**src/rtl/ecc_pkg.sv**
```systemverilog
// Package: register map, field positions, reset values and timing of the control bank
package ecc_pkg;

  // ****************************************************************
  // Register offsets
  // ****************************************************************
  localparam logic [7:0] ADDR_SCRATCH = 8'h00;
  localparam logic [7:0] ADDR_UNLOCK = 8'h01;
  localparam logic [7:0] ADDR_WDG_FIRST = 8'h02;
  localparam logic [7:0] ADDR_WDG_SECOND = 8'h03;
  localparam logic [7:0] ADDR_WDG_THIRD = 8'h04;
  localparam logic [7:0] ADDR_HOST_IO = 8'h05;
  localparam logic [7:0] ADDR_LOOP_CTRL = 8'h06;
  localparam logic [7:0] ADDR_IRQ_MASK = 8'h07;
  localparam logic [7:0] ADDR_SELF_TEST = 8'h0A;
  localparam logic [7:0] ADDR_TS_MON = 8'h2F;
  localparam logic [7:0] ADDR_PCM_OUT = 8'h30;
  localparam logic [7:0] ADDR_LAW = 8'h3F;
  localparam logic [7:0] ADDR_CHAN_BASE = 8'h40;
  localparam logic [7:0] ADDR_CHAN_LAST = 8'h5F;
  localparam logic [7:0] ADDR_SER_MASK = 8'h6B;
  localparam logic [7:0] ADDR_FLEX_SER = 8'h6C;
  localparam logic [7:0] ADDR_FLEX_UCC = 8'h6D;
  localparam logic [7:0] ADDR_FLEX_MON = 8'h6F;

  // ****************************************************************
  // Key values and reset values
  // ****************************************************************
  localparam logic [7:0] UNLOCK_KEY = 8'h95;
  localparam logic [7:0] WDG_KEY_FIRST = 8'hAA;
  localparam logic [7:0] WDG_KEY_SECOND = 8'h99;
  localparam logic [7:0] WDG_KEY_THIRD = 8'h1D;
  localparam logic [7:0] RST_SCRATCH = 8'h00;
  localparam logic [7:0] RST_HOST_IO = 8'h0F;
  localparam logic [3:0] RST_LOOP_CTRL = 4'h0;
  localparam logic [6:0] RST_IRQ_MASK = 7'h7F;
  localparam logic [6:0] RST_TS_MON = 7'h00;
  localparam logic [7:0] RST_PCM_OUT = 8'h03;
  localparam logic [3:0] RST_LAW = 4'h0;
  localparam logic [7:0] RST_CHAN = 8'h00;
  localparam logic [5:0] RST_SER_MASK = 6'h3F;
  localparam logic [5:0] RST_FLEX = 6'h00;
  localparam logic [7:0] RST_FLEX_MON = 8'hFE;

  // ****************************************************************
  // Field positions
  // ****************************************************************
  localparam int ST_RUN = 5;            // Self-test run bit
  localparam int LOOP_SR = 0;           // Send-to-receive loop
  localparam int LOOP_RS = 1;           // Receive-to-send loop
  localparam int TSM_MCH_MSB = 4;       // Monitored timeslot field top bit
  localparam int TSM_VALID = 5;         // Monitor enable
  localparam int IRQ_TSM = 0;           // Timeslot monitor flag in request/status
  localparam int LAW_SEL = 3;           // Per-channel law select
  localparam int LAW_DIS = 2;           // Global disable law
  localparam int LAW_NE = 1;            // Global near-end law
  localparam int LAW_FE = 0;            // Global far-end law
  localparam int CH_DIS_LAW = 7;
  localparam int CH_NE = 6;
  localparam int CH_FE = 5;
  localparam int CH_CONV_OFF = 4;
  localparam int CH_FREEZE = 3;
  localparam int CH_NLP = 2;
  localparam int CH_DISABLE = 1;
  localparam int CH_PRIO = 0;
  localparam int SM_CONV = 0;           // Serial mask: conversion-off pin
  localparam int SM_FREEZE = 1;
  localparam int SM_NLP = 2;
  localparam int SM_DISABLE = 3;
  localparam int SM_FLEX = 4;           // Flexible serial pin mask bit
  localparam int FX_EN = 0;             // Flex cfg: function enable
  localparam int FX_CLEAR = 5;          // Flex cfg: clear channel

  // ****************************************************************
  // Timing
  // ****************************************************************
  localparam int unsigned CLK_HZ = 100_000_000;
  localparam int unsigned WDG_WINDOW_S = 2;
  localparam int unsigned WDG_WINDOW_CYC = WDG_WINDOW_S * CLK_HZ;

  // Watchdog key sequence states
  typedef enum logic [2:0] {
    WDG_IDLE = 3'b001,
    WDG_GOT1 = 3'b010,
    WDG_GOT2 = 3'b100
  } ecc_wdg_t;

endpackage : ecc_pkg

```
**src/rtl/ecc_ctrl_regs.sv**
```systemverilog
// Module: host control/status register bank of the 32-channel echo canceller
// How it works
// - Protected registers accept writes only after the unlock key is written.
// - Writing any other value to the unlock register locks again.
// - Write-only registers read back as zero.
// - Scratch byte reads back, resets to zero, is protected, does nothing.
// - Host sets run bit; it stays set until test completes, then results valid.
// - Five read-only fail flags: central unit and four filter units.
// - Masked sources show in status but never set the request register.
// - Unmasking a still-active source other than the monitor flag raises a fresh request.
// - Enabled monitor captures chosen timeslot and flags it in request and status.
// - With both loops set only receive-to-send loop is active.
// - 32 channel registers; law bits used only with per-channel law select.
// - Channel freeze bit stops coefficient adaptation.
// - Channel NONLINEAR_PROCESSOR bypass bit routes around the nonlinear processor.
// - Channel disable bypasses path and resets coefficients and speech control.
// - Host priority makes only register bits apply for that channel.
// - Without priority, register bits are ORed with hardware sources.
// - Conversion-off may switch law when laws match and disable law differs.
// - Serial mask blocks serial pins, per host priority; resets to all ones.
// - Flexible serial pin function applies only while its mask bit is zero.
// - Flex CONTROL_COMM_HIGHWAY pattern with bits five and zero set enables clear channel.
// - Two nibbles select which state drives each monitor output; reset FEH.
// - Selector value zero drives the idle-channel indication.
module ecc_ctrl_regs import ecc_pkg::*; #(
  parameter int unsigned WDG_CYCLES = WDG_WINDOW_CYC
) (
  input wire logic ref_clk_i,
  input wire logic sys_rst_i,
  input wire logic ce_i,
  input wire logic [7:0] host_addr_i,
  input wire logic host_wr_i,
  input wire logic host_rd_i,
  input wire logic [7:0] host_wdata_i,
  output logic [7:0] host_rdata_o,
  input wire logic [6:0] irq_src_i,
  input wire logic [6:0] irq_clr_i,
  output logic [6:0] interrupt_request_o,
  output logic [6:0] status_o,
  output logic self_test_start_o,
  input wire logic self_test_done_i,
  input wire logic [4:0] self_test_fail_i,
  output logic watchdog_serviced_o,
  input wire logic ts_proc_valid_i,
  input wire logic [4:0] ts_proc_index_i,
  input wire logic [7:0] ts_proc_data_i,
  output logic [7:0] monitor_read_o,
  output logic receive_to_send_loop_o,
  output logic send_to_receive_loop_o,
  output logic [1:0] pcm_bypass_o,
  output logic [7:0] host_io_pin_extension_o,
  output logic [7:0] pcm_output_global_cfg_o,
  input wire logic [31:0] ser_conv_i,
  input wire logic [31:0] ser_freeze_i,
  input wire logic [31:0] ser_nlp_i,
  input wire logic [31:0] ser_disable_i,
  input wire logic [31:0] flex_serial_pin_i,
  input wire logic [31:0] flexible_ucc_bit_i,
  input wire logic [31:0] ucc_disable_i,
  input wire logic [31:0] signalling_disable_i,
  input wire logic [31:0] idle_detect_i,
  output logic [31:0] law_conversion_off_o,
  output logic [31:0] freeze_o,
  output logic [31:0] nonlinear_processor_bypass_o,
  output logic [31:0] canceller_bypass_o,
  output logic [31:0] channel_reset_o,
  output logic [31:0] clear_channel_o,
  output logic [31:0] near_end_law_o,
  output logic [31:0] far_end_law_o,
  input wire logic [15:0] mon_state_i,
  output logic monitor_out_a_o,
  output logic monitor_out_b_o
);

  // ****************************************************************
  // Decode helpers
  // ****************************************************************

  // Flexible source decode: {clear, disable, nlp, freeze, conv}
  function automatic logic [4:0] flex_decode(input logic [5:0] cfg, input logic pin);
    flex_decode = (cfg[FX_EN] && pin) ? cfg[5:1] : 5'h00;
  endfunction : flex_decode

  // ****************************************************************
  // Storage
  // ****************************************************************
  logic unlocked_reg;
  logic [7:0] scratch_reg;
  logic [7:0] host_io_reg;
  logic [3:0] loop_ctrl_reg;
  logic [6:0] irq_mask_reg;
  logic st_run_reg;
  logic [4:0] st_fail_reg;
  logic [6:0] ts_mon_reg;
  logic [7:0] pcm_out_reg;
  logic [3:0] law_reg;
  logic [7:0] chan_reg [32];
  logic [5:0] ser_mask_reg;
  logic [5:0] flex_ser_reg;
  logic [5:0] flex_ucc_reg;
  logic [7:0] flex_mon_reg;
  logic [6:0] irq_src_prev_reg;
  logic [6:0] irq_mask_prev_reg;
  logic tsm_status_reg;
  ecc_wdg_t wdg_state_reg;
  logic [31:0] wdg_timer_reg;

  wire logic wr_en = ce_i && host_wr_i;
  wire logic prot_wr = wr_en && unlocked_reg;
  wire logic chan_hit = (host_addr_i >= ADDR_CHAN_BASE) && (host_addr_i <= ADDR_CHAN_LAST);
  wire logic [4:0] chan_idx = host_addr_i[4:0];
  wire logic tsm_hit = ce_i && ts_mon_reg[TSM_VALID] && ts_proc_valid_i
                       && (ts_proc_index_i == ts_mon_reg[TSM_MCH_MSB:0]);

  // ****************************************************************
  // Write protection
  // ****************************************************************

  // Unlock on key, lock on anything else
  always_ff @(posedge ref_clk_i) begin
    if (sys_rst_i) begin
      unlocked_reg <= 1'b0;
    end else if (wr_en && host_addr_i == ADDR_UNLOCK) begin
      unlocked_reg <= (host_wdata_i == UNLOCK_KEY);
    end
  end

  // ****************************************************************
  // Plain configuration registers
  // ****************************************************************

  // Unprotected registers
  always_ff @(posedge ref_clk_i) begin
    if (sys_rst_i) begin
      host_io_reg <= RST_HOST_IO;
      irq_mask_reg <= RST_IRQ_MASK;
      ts_mon_reg <= RST_TS_MON;
      flex_mon_reg <= RST_FLEX_MON;
    end else if (wr_en) begin
      if (host_addr_i == ADDR_HOST_IO) host_io_reg <= host_wdata_i;
      if (host_addr_i == ADDR_IRQ_MASK) irq_mask_reg <= host_wdata_i[6:0];
      if (host_addr_i == ADDR_TS_MON) ts_mon_reg <= host_wdata_i[6:0];
      if (host_addr_i == ADDR_FLEX_MON) flex_mon_reg <= host_wdata_i;
    end
  end

  // Protected registers
  always_ff @(posedge ref_clk_i) begin
    if (sys_rst_i) begin
      scratch_reg <= RST_SCRATCH;
      loop_ctrl_reg <= RST_LOOP_CTRL;
      pcm_out_reg <= RST_PCM_OUT;
      law_reg <= RST_LAW;
      ser_mask_reg <= RST_SER_MASK;
      flex_ser_reg <= RST_FLEX;
      flex_ucc_reg <= RST_FLEX;
    end else if (prot_wr) begin
      if (host_addr_i == ADDR_SCRATCH) scratch_reg <= host_wdata_i;
      if (host_addr_i == ADDR_LOOP_CTRL) loop_ctrl_reg <= host_wdata_i[3:0];
      if (host_addr_i == ADDR_PCM_OUT) pcm_out_reg <= host_wdata_i;
      if (host_addr_i == ADDR_LAW) law_reg <= host_wdata_i[3:0];
      if (host_addr_i == ADDR_SER_MASK) ser_mask_reg <= host_wdata_i[5:0];
      if (host_addr_i == ADDR_FLEX_SER) flex_ser_reg <= host_wdata_i[5:0];
      if (host_addr_i == ADDR_FLEX_UCC) flex_ucc_reg <= host_wdata_i[5:0];
    end
  end

  // Channel control registers, indexed by the low address bits
  always_ff @(posedge ref_clk_i) begin
    if (sys_rst_i) begin
      for (int i = 0; i < 32; i++) begin
        chan_reg[i] <= RST_CHAN;
      end
    end else if (prot_wr && chan_hit) begin
      chan_reg[chan_idx] <= host_wdata_i;
    end
  end

  // ****************************************************************
  // RAM self-test
  // ****************************************************************

  // Run bit set by host, cleared by hardware
  always_ff @(posedge ref_clk_i) begin
    if (sys_rst_i) begin
      st_run_reg <= 1'b0;
      st_fail_reg <= 5'h00;
      self_test_start_o <= 1'b0;
    end else if (ce_i) begin
      self_test_start_o <= 1'b0;
      if (st_run_reg && self_test_done_i) begin
        st_run_reg <= 1'b0;
        st_fail_reg <= self_test_fail_i;
      end else if (!st_run_reg && prot_wr && host_addr_i == ADDR_SELF_TEST
                   && host_wdata_i[ST_RUN]) begin
        st_run_reg <= 1'b1;
        self_test_start_o <= 1'b1;
      end
    end
  end

  // ****************************************************************
  // Watchdog key sequence
  // ****************************************************************

  // Three keys in order; window runs from the first key
  always_ff @(posedge ref_clk_i) begin
    if (sys_rst_i) begin
      wdg_state_reg <= WDG_IDLE;
      wdg_timer_reg <= 32'h0000_0000;
      watchdog_serviced_o <= 1'b0;
    end else if (ce_i) begin
      watchdog_serviced_o <= 1'b0;
      if (wdg_state_reg != WDG_IDLE) wdg_timer_reg <= wdg_timer_reg + 32'h0000_0001;
      if (wr_en && host_addr_i == ADDR_WDG_FIRST) begin
        wdg_timer_reg <= 32'h0000_0000;
        wdg_state_reg <= (host_wdata_i == WDG_KEY_FIRST) ? WDG_GOT1 : WDG_IDLE;
      end else if (wdg_state_reg != WDG_IDLE && wdg_timer_reg >= WDG_CYCLES - 1) begin
        wdg_state_reg <= WDG_IDLE;
      end else if (wr_en && (host_addr_i == ADDR_WDG_SECOND
                             || host_addr_i == ADDR_WDG_THIRD)) begin
        unique case (wdg_state_reg)
          WDG_GOT1: begin
            wdg_state_reg <= (host_addr_i == ADDR_WDG_SECOND
                              && host_wdata_i == WDG_KEY_SECOND) ? WDG_GOT2 : WDG_IDLE;
          end
          WDG_GOT2: begin
            wdg_state_reg <= WDG_IDLE;
            watchdog_serviced_o <= (host_addr_i == ADDR_WDG_THIRD
                                    && host_wdata_i == WDG_KEY_THIRD);
          end
          WDG_IDLE: begin
            wdg_state_reg <= WDG_IDLE;
          end
        endcase
      end
    end
  end

  // ****************************************************************
  // Interrupt request, status and timeslot monitor
  // ****************************************************************
  logic [6:0] src_now;
  logic [6:0] req_set;

  // Source levels, monitor flag in bit 0
  always_comb begin
    src_now = irq_src_i;
    src_now[IRQ_TSM] = tsm_status_reg;
    req_set = (src_now & ~irq_src_prev_reg & ~irq_mask_reg)
              | (src_now & irq_mask_prev_reg & ~irq_mask_reg);
    req_set[IRQ_TSM] = tsm_hit && !irq_mask_reg[IRQ_TSM];
  end

  // Monitor capture and its status flag
  always_ff @(posedge ref_clk_i) begin
    if (sys_rst_i) begin
      monitor_read_o <= 8'h00;
      tsm_status_reg <= 1'b0;
    end else if (ce_i) begin
      if (tsm_hit) begin
        monitor_read_o <= ts_proc_data_i;
        tsm_status_reg <= 1'b1;
      end else if (irq_clr_i[IRQ_TSM]) begin
        tsm_status_reg <= 1'b0;
      end
    end
  end

  // Sticky request bits; set beats clear
  always_ff @(posedge ref_clk_i) begin
    if (sys_rst_i) begin
      interrupt_request_o <= 7'h00;
      status_o <= 7'h00;
      irq_src_prev_reg <= 7'h00;
      irq_mask_prev_reg <= RST_IRQ_MASK;
    end else if (ce_i) begin
      interrupt_request_o <= (interrupt_request_o & ~irq_clr_i) | req_set;
      status_o <= src_now;
      irq_src_prev_reg <= src_now;
      irq_mask_prev_reg <= irq_mask_reg;
    end
  end

  // ****************************************************************
  // Host read port
  // ****************************************************************

  // Readable group answers, write-only group reads zero
  always_ff @(posedge ref_clk_i) begin
    if (sys_rst_i) begin
      host_rdata_o <= 8'h00;
    end else if (ce_i && host_rd_i) begin
      unique case (host_addr_i)
        ADDR_SCRATCH: host_rdata_o <= scratch_reg;
        ADDR_HOST_IO: host_rdata_o <= host_io_reg;
        ADDR_SELF_TEST: host_rdata_o <= {2'b00, st_run_reg, st_fail_reg};
        default: host_rdata_o <= 8'h00;
      endcase
    end
  end

  // ****************************************************************
  // Global loop and output configuration
  // ****************************************************************

  // Loop priority and plain pass-out of settings
  always_ff @(posedge ref_clk_i) begin
    if (sys_rst_i) begin
      receive_to_send_loop_o <= 1'b0;
      send_to_receive_loop_o <= 1'b0;
      pcm_bypass_o <= 2'b00;
      host_io_pin_extension_o <= RST_HOST_IO;
      pcm_output_global_cfg_o <= RST_PCM_OUT;
    end else if (ce_i) begin
      receive_to_send_loop_o <= loop_ctrl_reg[LOOP_RS];
      send_to_receive_loop_o <= loop_ctrl_reg[LOOP_SR] && !loop_ctrl_reg[LOOP_RS];
      pcm_bypass_o <= loop_ctrl_reg[3:2];
      host_io_pin_extension_o <= host_io_reg;
      pcm_output_global_cfg_o <= pcm_out_reg;
    end
  end

  // ****************************************************************
  // Per-channel control merge
  // ****************************************************************
  wire logic [31:0] conv_next;
  wire logic [31:0] frz_next;
  wire logic [31:0] nlp_next;
  wire logic [31:0] dis_next;
  wire logic [31:0] clr_next;
  wire logic [31:0] ne_next;
  wire logic [31:0] fe_next;

  for (genvar c = 0; c < 32; c++) begin : g_chan
    wire logic [7:0] cr = chan_reg[c];
    wire logic prio = cr[CH_PRIO];
    // Flexible pin only counts while its mask bit is clear
    wire logic [4:0] fs = ser_mask_reg[SM_FLEX] ? 5'h00
                          : flex_decode(flex_ser_reg, flex_serial_pin_i[c]);
    wire logic [4:0] fu = flex_decode(flex_ucc_reg, flexible_ucc_bit_i[c]);
    wire logic hc = (ser_conv_i[c] && !ser_mask_reg[SM_CONV]) || fs[0] || fu[0];
    wire logic hf = (ser_freeze_i[c] && !ser_mask_reg[SM_FREEZE]) || fs[1] || fu[1];
    wire logic hn = (ser_nlp_i[c] && !ser_mask_reg[SM_NLP]) || fs[2] || fu[2];
    wire logic hd = (ser_disable_i[c] && !ser_mask_reg[SM_DISABLE]) || fs[3] || fu[3]
                    || ucc_disable_i[c] || signalling_disable_i[c] || idle_detect_i[c];
    // Clear channel needs both pattern bits
    wire logic cl = fs[4] || (fu[4] && flex_ucc_reg[FX_EN] && flex_ucc_reg[FX_CLEAR]);
    wire logic conv = cr[CH_CONV_OFF] || (!prio && hc);
    // Law source: channel bits only with per-channel selection
    wire logic sel = law_reg[LAW_SEL];
    wire logic dl = sel ? cr[CH_DIS_LAW] : law_reg[LAW_DIS];
    wire logic ne = sel ? cr[CH_NE] : law_reg[LAW_NE];
    wire logic fe = sel ? cr[CH_FE] : law_reg[LAW_FE];
    wire logic sw = conv && (ne == fe) && (dl != ne);
    assign conv_next[c] = conv;
    assign frz_next[c] = cr[CH_FREEZE] || (!prio && hf);
    assign nlp_next[c] = cr[CH_NLP] || (!prio && hn);
    assign dis_next[c] = cr[CH_DISABLE] || (!prio && hd);
    assign clr_next[c] = !prio && cl;
    assign ne_next[c] = sw ? dl : ne;
    assign fe_next[c] = sw ? dl : fe;
  end

  // Register the merged channel controls
  always_ff @(posedge ref_clk_i) begin
    if (sys_rst_i) begin
      law_conversion_off_o <= 32'h0000_0000;
      freeze_o <= 32'h0000_0000;
      nonlinear_processor_bypass_o <= 32'h0000_0000;
      canceller_bypass_o <= 32'h0000_0000;
      channel_reset_o <= 32'h0000_0000;
      clear_channel_o <= 32'h0000_0000;
      near_end_law_o <= 32'h0000_0000;
      far_end_law_o <= 32'h0000_0000;
    end else if (ce_i) begin
      law_conversion_off_o <= conv_next;
      freeze_o <= frz_next;
      nonlinear_processor_bypass_o <= nlp_next;
      canceller_bypass_o <= dis_next;
      channel_reset_o <= dis_next;
      clear_channel_o <= clr_next;
      near_end_law_o <= ne_next;
      far_end_law_o <= fe_next;
    end
  end

  // ****************************************************************
  // Flexible monitor outputs
  // ****************************************************************

  // Each nibble picks one internal state; index zero is idle detection
  always_ff @(posedge ref_clk_i) begin
    if (sys_rst_i) begin
      monitor_out_a_o <= 1'b0;
      monitor_out_b_o <= 1'b0;
    end else if (ce_i) begin
      monitor_out_a_o <= mon_state_i[flex_mon_reg[3:0]];
      monitor_out_b_o <= mon_state_i[flex_mon_reg[7:4]];
    end
  end

endmodule : ecc_ctrl_regs

```
**config.mk**
```make
export PLATFORM = sky130hd
export DESIGN_NAME = ecc_ctrl_regs
export DESIGN_NICKNAME = d
export VERILOG_FILES = /design/src/rtl/ecc_pkg.sv /design/src/rtl/ecc_ctrl_regs.sv
export SDC_FILE = /design/constraint.sdc
export NUM_CORES = 1
export LEC_CHECK = 0
export BUFFER_PORTS_ARGS = -buffer_cell sky130_fd_sc_hd__buf_2
export CORE_AREA = 2 2 259 261
export CTS_BUF_LIST = sky130_fd_sc_hd__clkbuf_16
export CTS_CLUSTER_SIZE = 40
export DETAILED_ROUTE_END_ITERATION = 10
export DIE_AREA = 0 0 261 263
export PLACE_DENSITY = 0.8
export REMOVE_ABC_BUFFERS = 1
export SLEW_MARGIN = 20
export SYNTH_ARGS = -nofsm -noshare
export SYNTH_HDL_FRONTEND = slang
export SYNTH_SLANG_ARGS = --single-unit
```
**constraint.sdc**
```tcl
create_clock -name ref_clk_i -period 5.5 [get_ports ref_clk_i]
set_input_delay 1.1 -clock ref_clk_i [delete_from_list [all_inputs] [get_ports ref_clk_i]]
set_output_delay 1.1 -clock ref_clk_i [all_outputs]
set_load 0.05 [all_outputs]
```
==> impl_metrics.py <==
metrics = {
    "global_routing": {
        "grt_overflow": 0,
        "grt_pass1_vias": 26584,
        "grt_antenna_before_repair": 15,
        "grt_max_degree": 174,
        "grt_first_pass_wirelength_um": 161000,
        "grt.total_usage": 0.311,
    },
    "sta": {
        "period_minus_slack_ns": 3.23,
        "rsz0062_at_grt": "false",
        "slew_headroom": 0.150,
        "setup_violations": 0,
        "final_hold_viol_count": 0,
        "fmax_mhz": 310,
        "drv_slew": 0,
        "layout_setup_ws_ns": 2.27,
        "finalCritPeriodShare": 0.587,
        "setup_tns_ns": 0,
        "fin_skew_ns": 0.0238,
        "worst_pin_slew_ns": 1.28,
    },
    "worst_setup_path": {
        "worstRegToRegCells": 5,
        "r2r-end": "far_end_law_o[30]$_SDFFE_PP0P_",
        "critPathMaxFanout": 105,
        "r2r-start": "law_reg[3]$_SDFFE_PP0P_",
        "path_class": "in2reg",
        "cp-start-kind": "input port",
        "worstPathArrival_ns": 3.44,
        "r2r_slack_ns": 2.39,
        "required_ns": 5.72,
        "endpoint_kind": "register",
    },
    "pwr": {
        "irDropWorstVdd_mv": 0.204,
        "power_density_nw_per_um2": 301,
        "leakagePower_nw": 14.4,
    },
    "detailed_routing": {
        "dr.first_iter.drc_count": 3938,
        "vias": 28270,
        "drt-total-wl_um": 111000,
        "vias_per_cell": 6.12,
        "dr.pass1.iters": 9,
        "drc": 0,
        "drtAntennaViolNets": 0,
        "routedWlPerCell_um": 24.0,
    },
    "place": {
        "dpl_cell_area_um2": 34400,
        "hpwl_um": 70900,
        "gp_congestion": 0.957,
        "post-place-ws_ns": 1.67,
        "io_buffers": 667,
    },
    "die": {
        "rows": 94,
        "initial_utilization": 0.468,
        "io_pins": 669,
        "die_h_um": 263,
        "core_area_um2": 65600,
        "dieArea_um2": 68600,
        "fp.dieW_um": 261,
    },
    "outcome": {
        "outcome": "finished clean",
    },
    "cells_and_area": {
        "final_nets": 4055,
        "finish.instance_area_um2": 36600,
        "fill_cells": 5661,
        "utilization": 0.558,
        "area_growth_syn_to_layout_pct": 19.4,
        "drive_above_1_share": 0.236,
        "largest_reg_flops": 256,
    },
    "synthesis": {
        "syn_inst": 3205,
        "post_synth.cell_area_avg_um2": 9.57,
        "ys_seq_area_frac": 0.510,
        "ys_ff_latch": 653,
        "synth-edff-count": 256,
        "netlist_area_um2": 30700,
        "async_reset_ff_frac": 0,
        "synth_warnings": 0,
        "synth_top_area_cell": "dfxtp_1",
        "synth.area.top_cells": "dfxtp_1, edfxtp_1, and2_1",
        "synth_cell_types": 72,
        "synth_top_area_frac": 0.259,
        "synth-main-ff-cell": "dfxtp_1",
    },
    "cts": {
        "postCtsSetupRepairBufs": 0,
        "insertion_delay_ns": 0.61,
        "clockBufferDepth": 3,
        "ctsHtreeMaxLevel": 3,
        "cts_buffers": 71,
        "root_buffer": "clkbuf_16",
        "cts.sinks": 653,
        "cts_tree": "built",
        "cts_hold_buf": 0,
        "clk_pin_slew_ns": 0.06,
        "ctsResizeCount": 0,
    },
    "worst_hold_path": {
        "whs_endpoint": "near_end_law_o[30]$_SDFFE_PP0P_",
        "hp-start": "near_end_law_o[30]$_SDFFE_PP0P_",
        "whs_path_depth": 2,
        "hold_path_class": "reg2reg",
    },
    "job": {
        "maxCapViolCount": 0,
    },
}
[placed cells by master (no fill, tap or decap), drive strengths merged, types with 20 or more instances in the layout]
cell     netlist  layout
nor2b         20      20
mux2i        134     134
nand2b        50      50
nor3          44      44
a222oi        25      25
o21ai        113     113
dfxtp        397     397
nand3         77      77
nor2         446     446
inv           21      42
a211oi       136     136
and2         269     269
a31oi         45      45
edfxtp       256     256
o31ai         51      51
buf           56     712
nand2        205     205
o21bai        23      23
clkinv         1      28
clkbuf       239      71
a32oi        153     153
a2111oi       32      32
a21oi        208     208
[kinds of logic after synthesis]
logic type | synth area share
xor gates and xnor gates | 0.00400
adders and majority gates | 0.000408
muxes | 0.0511
DFF | 0.510
buffers and inverters | 0.0431
and+or+nand+nor | 0.196
AOI/OAI and AO/OA | 0.196
[metal layers]
layer	up-vias	wire length [µm]	global-route usage
li1	12817	-	-
met1	13362	41700	0.387
met2	1734	50700	0.492
met3	345	12600	0.0808
met4	12	6060	0.167
met5	-	72	0
[layout make-up]
cell class	instances	area [µm²]	area share
antenna	8	20.0	0.000546
clock buffer	71	1780	0.0485
inverter	22	83.8	0.00229
sequential	653	15700	0.427
timing repair buffer	712	3730	0.102
tap	864	1080	0.0295
clock inverter	58	484	0.0132
multi-input combinational	2235	13800	0.377
[per-stage QoR]
stage,hold WS (ns),power (mW),instances
after floorplan,0.430,5.87,2910
after global placement,0.425,6.37,4486
after detailed placement,0.432,6.39,4486
after CTS,0.440,11.0,4615
after global routing,0.451,11.3,4620
final,0.439,11.0,4623
[synth_stat cells (13+ instances only)]
cell type,instances
o21ba_2,19
o21bai_1,23
edfxtp_1,256
inv_1,21
a2111oi_0,32
a222oi_1,25
nor2_1,445
a31oi_1,45
nand2b_1,50
or4_1,16
nand3_1,77
a21oi_1,208
and3_1,19
clkbuf_1,239
nand4b_1,13
nand2_1,205
dfxtp_1,397
nor2b_1,20
and2_1,267
nor3_1,41
a211oi_1,136
mux2i_1,134
buf_4,33
a32oi_1,153
o31ai_1,51
nor4_1,15
o21ai_0,111
buf_1,17
or3_1,16
[critical path, cell delays in order]
cell,delay (ns)
buf_8,0.22
nor4_1,0.68
nand2_1,0.15
buf_4,0.28
o21ai_0,0.87
[worst max-delay path by stage]
stage                                        from                             end  slack, ns  depth (start not counted)
after floorplan           law_reg[3]$_SDFFE_PP0P_  far_end_law_o[25]$_SDFFE_PP0P_       1.52                          5
after global placement                  sys_rst_i   chan_reg[28][1]$_SDFFCE_PN0P_       1.72                          5
after detailed placement                sys_rst_i   chan_reg[26][1]$_SDFFCE_PN0P_       1.67                          5
after CTS                               sys_rst_i   chan_reg[23][5]$_SDFFCE_PN0P_       2.28                          5
after global routing                         ce_i   chan_reg[14][0]$_SDFFCE_PN0P_       2.14                          6
final                                   sys_rst_i   chan_reg[14][0]$_SDFFCE_PN0P_       2.27                          5
[power breakdown]
group	switching (mW)	leakage, nW	internal [mW]
clock	1.98	1.17	2.73
combinational	0.783	7.35	0.280
sequential	0.0842	5.88	5.16
total	2.85	14.4	8.17
(Power assumes the default switching activity.)
